## config.mk

```make
export PLATFORM = sky130hd
export DESIGN_NAME = strap_host_slave
export DESIGN_NICKNAME = d
export VERILOG_FILES = /design/src/strap_host_slave.v
export VERILOG_INCLUDE_DIRS = /design/src
export SDC_FILE = /design/constraint.sdc
export NUM_CORES = 1
export LEC_CHECK = 0
export ABC_AREA = 0
export BUFFER_PORTS_ARGS = -buffer_cell sky130_fd_sc_hd__buf_4
export CAP_MARGIN = 20
export CORE_UTILIZATION = 57
export CTS_BUF_LIST = sky130_fd_sc_hd__clkbuf_4 sky130_fd_sc_hd__clkbuf_8
export CTS_CLUSTER_SIZE = 12
export DETAILED_ROUTE_END_ITERATION = 12
export PLACE_DENSITY = 0.9
export SETUP_SLACK_MARGIN = 0.15
export SLEW_MARGIN = 10
export SYNTH_ARGS = -nofsm -noshare
export SYNTH_HDL_FRONTEND = slang
export SYNTH_SLANG_ARGS = --single-unit
```

## constraint.sdc

```tcl
create_clock -name clk -period 3.4 [get_ports clk]
set_input_delay 0.68 -clock clk [delete_from_list [all_inputs] [get_ports clk]]
set_output_delay 0.68 -clock clk [all_outputs]
set_load 0.1 [all_outputs]
```

## src/strap_host_defines.vh

```
// Constants for strap capture and the two-wire host slave
`ifndef STRAP_HOST_DEFINES_VH
`define STRAP_HOST_DEFINES_VH

// Strap field positions
`define STRAP_WIDTH 14
`define STRAP_ADDR_MSB 6
`define STRAP_ADDR_LSB 0
`define STRAP_PROTOCOL_BIT 7
`define STRAP_USER_LO_MSB 4
`define STRAP_USER_HI_MSB 10
`define STRAP_USER_HI_LSB 8
`define STRAP_LAUNCH_BIT 11
`define STRAP_CLKSEL_MSB 13
`define STRAP_CLKSEL_LSB 12
`define STRAP_RESET_VALUE 14'h0000

// Host protocol strap level
`define PROTOCOL_TWO_WIRE 1'b0

// Oversampling clock select codes
`define CLKSEL_RCLK_DIV2 2'h0
`define CLKSEL_TRANSMIT 2'h2

// Instruction upper nibbles
`define OP_WRITE_INC 4'h1
`define OP_WRITE_FIXED 4'h2
`define OP_READ_INC 4'h9
`define OP_READ_FIXED 4'hA

// Transfer sizes
`define BITS_PER_BYTE 4'h8
`define REG_ADDR_WIDTH 9
`define BYTE_IDX_DATA 2'h3

`endif

```

## src/strap_host_slave.v

```verilog
// Strap capture at reset release and two-wire host slave port
`timescale 1ns/1ps
`include "strap_host_defines.vh"

module strap_host_slave (
  input wire clk,
  input wire rst,
  input wire [13:0] frame_store_addr_strap_pins,
  output reg frame_store_addr_oe_n,
  output reg [13:0] strap_value,
  output reg strap_valid,
  output reg [6:0] slave_address,
  output reg host_protocol_nibble,
  output reg [7:0] user_bits,
  output reg embedded_cpu_launch_strap,
  output reg [1:0] oversample_clock_select,
  output reg osc_sel_rclk_div2,
  output reg osc_sel_transmit,
  output reg osc_sel_external,
  input wire scl_in,
  input wire sda_in,
  output reg sda_out,
  output reg sda_oe_n,
  output reg [8:0] reg_addr,
  output reg [7:0] reg_wdata,
  output reg reg_wr,
  output reg reg_rd,
  input wire [7:0] reg_rdata
);

  localparam [5:0] ST_IDLE = 6'h01;
  localparam [5:0] ST_RX = 6'h02;
  localparam [5:0] ST_ACK = 6'h04;
  localparam [5:0] ST_LOAD = 6'h08;
  localparam [5:0] ST_TX = 6'h10;
  localparam [5:0] ST_RACK = 6'h20;

  // Decode of instruction nibble: {write, read, increment}
  function [2:0] op_decode;
    input [3:0] nib;
    begin
      case (nib)
        `OP_WRITE_INC: op_decode = 3'h5;
        `OP_WRITE_FIXED: op_decode = 3'h4;
        `OP_READ_INC: op_decode = 3'h3;
        `OP_READ_FIXED: op_decode = 3'h2;
        default: op_decode = 3'h0;
      endcase
    end
  endfunction

  reg scl_m;
  reg scl_s;
  reg scl_d;
  reg sda_m;
  reg sda_s;
  reg sda_d;
  reg [5:0] state;
  reg [3:0] bit_cnt;
  reg [7:0] shift;
  reg [1:0] byte_idx;
  reg read_next;
  reg op_write;
  reg last_inc;
  reg moved_fixed;
  reg op_valid;
  wire scl_rise;
  wire scl_fall;
  wire start_seen;
  wire stop_seen;
  wire two_wire;
  wire [2:0] op_now;

  assign scl_rise = scl_s & ~scl_d;
  assign scl_fall = ~scl_s & scl_d;
  assign start_seen = scl_s & scl_d & sda_d & ~sda_s;
  assign stop_seen = scl_s & scl_d & ~sda_d & sda_s;
  assign two_wire = strap_valid & (strap_value[`STRAP_PROTOCOL_BIT] == `PROTOCOL_TWO_WIRE);
  assign op_now = op_decode(shift[7:4]);

  // Pins released; sampled at first edge after release
  always @(posedge clk or posedge rst) begin
    if (rst) begin
      frame_store_addr_oe_n <= 1'b1;
      strap_valid <= 1'b0;
      strap_value <= `STRAP_RESET_VALUE;
      slave_address <= 7'h00;
      host_protocol_nibble <= 1'b0;
      user_bits <= 8'h00;
      embedded_cpu_launch_strap <= 1'b0;
      oversample_clock_select <= 2'h0;
      osc_sel_rclk_div2 <= 1'b0;
      osc_sel_transmit <= 1'b0;
      osc_sel_external <= 1'b0;
    end else if (!strap_valid) begin
      frame_store_addr_oe_n <= 1'b1;
      strap_valid <= 1'b1;
      strap_value <= frame_store_addr_strap_pins;
      slave_address <= frame_store_addr_strap_pins[`STRAP_ADDR_MSB:`STRAP_ADDR_LSB];
      host_protocol_nibble <= frame_store_addr_strap_pins[`STRAP_PROTOCOL_BIT];
      if (frame_store_addr_strap_pins[`STRAP_PROTOCOL_BIT] != `PROTOCOL_TWO_WIRE) begin
        user_bits <= {frame_store_addr_strap_pins[`STRAP_USER_HI_MSB:`STRAP_USER_HI_LSB],
                      frame_store_addr_strap_pins[`STRAP_USER_LO_MSB:0]};
      end
      embedded_cpu_launch_strap <= frame_store_addr_strap_pins[`STRAP_LAUNCH_BIT];
      oversample_clock_select <= frame_store_addr_strap_pins[`STRAP_CLKSEL_MSB:`STRAP_CLKSEL_LSB];
      osc_sel_rclk_div2 <= frame_store_addr_strap_pins[`STRAP_CLKSEL_MSB:`STRAP_CLKSEL_LSB] == `CLKSEL_RCLK_DIV2;
      osc_sel_transmit <= frame_store_addr_strap_pins[`STRAP_CLKSEL_MSB:`STRAP_CLKSEL_LSB] == `CLKSEL_TRANSMIT;
      osc_sel_external <= frame_store_addr_strap_pins[`STRAP_CLKSEL_LSB];
    end
  end

  // Line synchronisers
  always @(posedge clk or posedge rst) begin
    if (rst) begin
      scl_m <= 1'b1;
      scl_s <= 1'b1;
      scl_d <= 1'b1;
      sda_m <= 1'b1;
      sda_s <= 1'b1;
      sda_d <= 1'b1;
    end else begin
      scl_m <= scl_in;
      scl_s <= scl_m;
      scl_d <= scl_s;
      sda_m <= sda_in;
      sda_s <= sda_m;
      sda_d <= sda_s;
    end
  end

  // Two-wire slave engine
  always @(posedge clk or posedge rst) begin
    if (rst) begin
      state <= ST_IDLE;
      bit_cnt <= 4'h0;
      shift <= 8'h00;
      byte_idx <= 2'h0;
      read_next <= 1'b0;
      op_write <= 1'b0;
      last_inc <= 1'b0;
      moved_fixed <= 1'b0;
      op_valid <= 1'b0;
      sda_out <= 1'b0;
      sda_oe_n <= 1'b1;
      reg_addr <= 9'h000;
      reg_wdata <= 8'h00;
      reg_wr <= 1'b0;
      reg_rd <= 1'b0;
    end else begin
      reg_wr <= 1'b0;
      reg_rd <= 1'b0;
      // Only SDA is ever driven, always low
      sda_out <= 1'b0;
      if (!two_wire) begin
        state <= ST_IDLE;
        sda_oe_n <= 1'b1;
      end else if (start_seen | stop_seen) begin
        // Restart begins a new transfer, stop ends it
        state <= start_seen ? ST_RX : ST_IDLE;
        bit_cnt <= 4'h0;
        byte_idx <= 2'h0;
        read_next <= 1'b0;
        sda_oe_n <= 1'b1;
        if (moved_fixed) begin
          reg_addr <= reg_addr + 9'h001;
          moved_fixed <= 1'b0;
        end
      end else begin
        case (state)
          ST_IDLE: begin
            sda_oe_n <= 1'b1;
          end
          ST_RX: begin
            if (scl_rise && bit_cnt != `BITS_PER_BYTE) begin
              shift <= {shift[6:0], sda_s};
              bit_cnt <= bit_cnt + 4'h1;
            end else if (scl_fall && bit_cnt == `BITS_PER_BYTE) begin
              bit_cnt <= 4'h0;
              sda_oe_n <= 1'b0;
              state <= ST_ACK;
              read_next <= 1'b0;
              if (byte_idx == 2'h0) begin
                if (shift[7:1] == slave_address) begin
                  read_next <= shift[0];
                end else begin
                  sda_oe_n <= 1'b1;
                  state <= ST_IDLE;
                end
              end else if (byte_idx == 2'h1) begin
                op_write <= op_now[2];
                op_valid <= (op_now != 3'h0);
                if (op_now != 3'h0) begin
                  reg_addr[8] <= shift[0];
                  last_inc <= op_now[0];
                end
              end else if (byte_idx == 2'h2) begin
                if (op_valid) begin
                  reg_addr[7:0] <= shift;
                end
              end else if (op_write) begin
                reg_wdata <= shift;
                reg_wr <= 1'b1;
              end
            end
          end
          ST_ACK: begin
            if (scl_fall) begin
              if (byte_idx != `BYTE_IDX_DATA) begin
                byte_idx <= byte_idx + 2'h1;
              end
              if (byte_idx == `BYTE_IDX_DATA && op_write) begin
                if (last_inc) begin
                  reg_addr <= reg_addr + 9'h001;
                end else begin
                  moved_fixed <= 1'b1;
                end
              end
              if (read_next) begin
                state <= ST_LOAD;
              end else begin
                sda_oe_n <= 1'b1;
                state <= ST_RX;
              end
            end
          end
          ST_LOAD: begin
            if (!reg_rd) begin
              reg_rd <= 1'b1;
            end else begin
              shift <= reg_rdata;
              sda_oe_n <= reg_rdata[7];
              bit_cnt <= 4'h1;
              state <= ST_TX;
            end
          end
          ST_TX: begin
            // Change SDA only after SCL falls
            if (scl_fall) begin
              if (bit_cnt != `BITS_PER_BYTE) begin
                sda_oe_n <= shift[6];
                shift <= {shift[6:0], 1'b1};
                bit_cnt <= bit_cnt + 4'h1;
              end else begin
                sda_oe_n <= 1'b1;
                bit_cnt <= 4'h0;
                state <= ST_RACK;
                if (last_inc) begin
                  reg_addr <= reg_addr + 9'h001;
                end else begin
                  moved_fixed <= 1'b1;
                end
              end
            end
          end
          ST_RACK: begin
            if (scl_rise && sda_s) begin
              state <= ST_IDLE;
            end else if (scl_fall) begin
              state <= ST_LOAD;
            end
          end
          default: begin
            state <= ST_IDLE;
            sda_oe_n <= 1'b1;
          end
        endcase
      end
    end
  end

endmodule // strap_host_slave

```

==> qor.yml <==
antenna_found_initial: 0
dp_slack_ns: 0.930
syn_to_final_growth_pct: 19.0
drv_cap: 0
drc: 0
diodes: 0
synth_mux_area_frac: 0.121
cpPeakStageDelay_ns: 0.49
synth_common_cells: "dfrtp_1, nand2_1, mux2_2"
dr_wl_met2_mm: 4.78
avgSynthCellArea_um2: 10.5
syn-instance-count: 390
r2r_cells: 8
worst-endpoint-arrival_ns: 2.79
dr_wl_met3_um: 645
yosys_warnings: 0
die_h_um: 86.7
setup_ws_ns: 0.875
drt-met1-wl_mm: 4.05
synth_top_family_by_area: "simple AND/OR/NAND/NOR gates"
die_w_um: 86.7
synth_most_common_cell: "dfrtp_1"
worstReg2RegStart: "bit_cnt[0]$_DFFE_PP0P_"
synth_seq_cells: 76
synth_compound_area_frac: 0.123
worst-path-buf-inv: 1
synth.area.top_cells: "dfrtp_1, mux2_2, dfstp_2, nand2_1, buf_4"
min_period_over_period: 0.743
final-setup-viol-count: 0
grt_pass1_wl_mm: 15.4
hold_viol_final: 0
clockRootBuffer: "clkbuf_8"
totalWireLength_mm: 9.67
hp-start: "scl_m$_DFF_PP1_"
slew_violations: 0
numCtsBuffers: 9
cts_resized: 0
cts_tree: "yes"
period_needed_ns: 2.52
yosysTopAreaCell: "dfrtp_1"
crit_path_end_kind: "flip-flop"
finClkSkew_ns: 0.0133
drt_iter0_markers: 250
rsz0062_at_grt: "no"
ys_types: 63
cp.required_ns: 3.67
clk_pin_slew_worst_paths_ns: 0.08
power_density_mw_per_mm2: 565
grt_start_max_net_pins: 36
critPathSlowestCell: "and4_1"
htree_levels: 3
yosysSeqAreaShare: 0.468
reg2reg_to: "reg_addr[3]$_DFFE_PP0P_"
clockBufferDepth: 2
synth_xor_area_frac: 0.0236
clk_latency_ns: 0.36
hp-class: "reg2reg"
row_count: 30
dp_cells: 543
status: "finished, final reports clean"
grt_overflow: 0
irDropWorstVdd_mv: 0.382
path_max_fanout: 12
synth_fa_ha_area_frac: 0.0214
via_per_inst: 5.89
drive_gt1_frac: 0.368
synth_ff_type: "dfrtp_1"
postCtsHoldBufs: 0
tns_ns: 0
r2r_slack_ns: 0.88
place_area_mm2: 0.00466
stdcell_count: 558
path_delay_family: "simple AND/OR/NAND/NOR gates"
grt_pass1_vias: 3215
io-pin-count: 85
worstHoldEndpoint: "scl_s$_DFF_PP1_"
place_congestion: 0.925
vias: 3284
place_hpwl_mm: 7.09
mappedNetlistArea_mm2: 0.00409
wl_per_cell_um: 17.3
grtUsageTotal: 0.268
core_area_mm2: 0.00687
top_layer: "met4"
synth_edf_count: 0
async_flop_share: 1.00
ant_nets: 0
max_freq_mhz: 396
fin_area_mm2: 0.00486
start_util: 0.595
drtPass1Iterations: 5
power_mw: 2.75
tightest_slew_ns: 0.736
path_class: "reg2reg"
die_area_mm2: 0.00751
postCtsSetupBuffers: 0
critPathLaunchType: "flip-flop"
power_leakage_nw: 2.17
port_buffers: 82
max_slew_margin: 0.508
holdPathStages: 0
synth-simple-area-share: 0.183
yosysTopAreaCellShare: 0.416
nNetsFinal: 491
clock-sinks: 76
crit_chain: "inv_1 > ha_1 > nand3b_4 > or3_1 > o311ai_1 > and4_1 > o21ai_0 > a22oi_1"
cell type report:
| type | count | area [um^2] |
|---|---|---|
| sequential | 76 | 1910 |
| multi-input combinational | 273 | 1940 |
| fill | 498 | 2010 |
| inverter | 11 | 41.3 |
| tap | 96 | 120 |
| clock buffer | 10 | 138 |
| timing repair buffer | 87 | 653 |
| clock inverter | 5 | 60.1 |
state kept, by name, indices dropped and copies added (netlist names), 2 cells and up:
signal,flops
bit_cnt,4
byte_idx,2
reg_addr,9
reg_wdata,8
shift,8
state,6
strap_value,14
user_bits,8
worst max path at each step:
stage,cells past startpoint,from,endpoint
global route,8,bit_cnt[0]$_DFFE_PP0P_,reg_addr[3]$_DFFE_PP0P_
CTS,8,bit_cnt[0]$_DFFE_PP0P_,reg_addr[3]$_DFFE_PP0P_
finish,8,bit_cnt[0]$_DFFE_PP0P_,reg_addr[3]$_DFFE_PP0P_
detailed placement,8,bit_cnt[0]$_DFFE_PP0P_,reg_addr[3]$_DFFE_PP0P_
floorplan,1,rst,bit_cnt[0]$_DFFE_PP0P_
global placement,8,bit_cnt[0]$_DFFE_PP0P_,reg_addr[3]$_DFFE_PP0P_
logic make-up after synthesis:
| family | after synthesis |
|---|---|
| AOI/OAI and AO/OA | 68 |
| xor gates and xnor gates | 11 |
| adders and majority gates | 7 |
| buffers and inverters | 42 |
| DFF | 76 |
| muxes | 44 |
| other | 2 |
| and+or+nand+nor | 140 |
layer usage:
layer  track usage  vias to the layer above
li1              -                     1509
met1         0.335                     1603
met2         0.452                      151
met3        0.0676                       21
met4        0.0970                        0
met5             0                        -
metrics by stage:
step	utilization	hold slack (ns)
finish	0.708	0.358
global placement	0.679	0.347
detailed placement	0.679	0.349
CTS	0.708	0.359
floorplan	-	0.345
global route	0.708	0.363
report_power, final:
part | internal (mW) | switching [mW]
Clock | 0.359 | 0.352
Sequential | 0.979 | 0.0772
Combinational | 0.208 | 0.771
Total | 1.55 | 1.20
cell usage in the layout, fill, tap and decap left out, drive strengths merged, types with 3 or more instances in the layout:
| master | instances |
|---|---|
| xnor2 | 5 |
| nor2 | 20 |
| conb | 3 |
| nand3 | 13 |
| o211ai | 3 |
| nand2b | 5 |
| nor2b | 4 |
| nand2 | 54 |
| or3 | 4 |
| nand4 | 6 |
| o21ai | 14 |
| xor2 | 6 |
| dfstp | 8 |
| mux2 | 42 |
| inv | 13 |
| a21o | 3 |
| a211oi | 4 |
| a31oi | 4 |
| nand3b | 4 |
| ha | 7 |
| a21oi | 15 |
| dfrtp | 68 |
| nor3 | 9 |
| buf | 87 |
| clkbuf | 10 |
| nor4 | 8 |
| and2 | 3 |
| o22ai | 4 |
(Power assumes the default switching activity.)
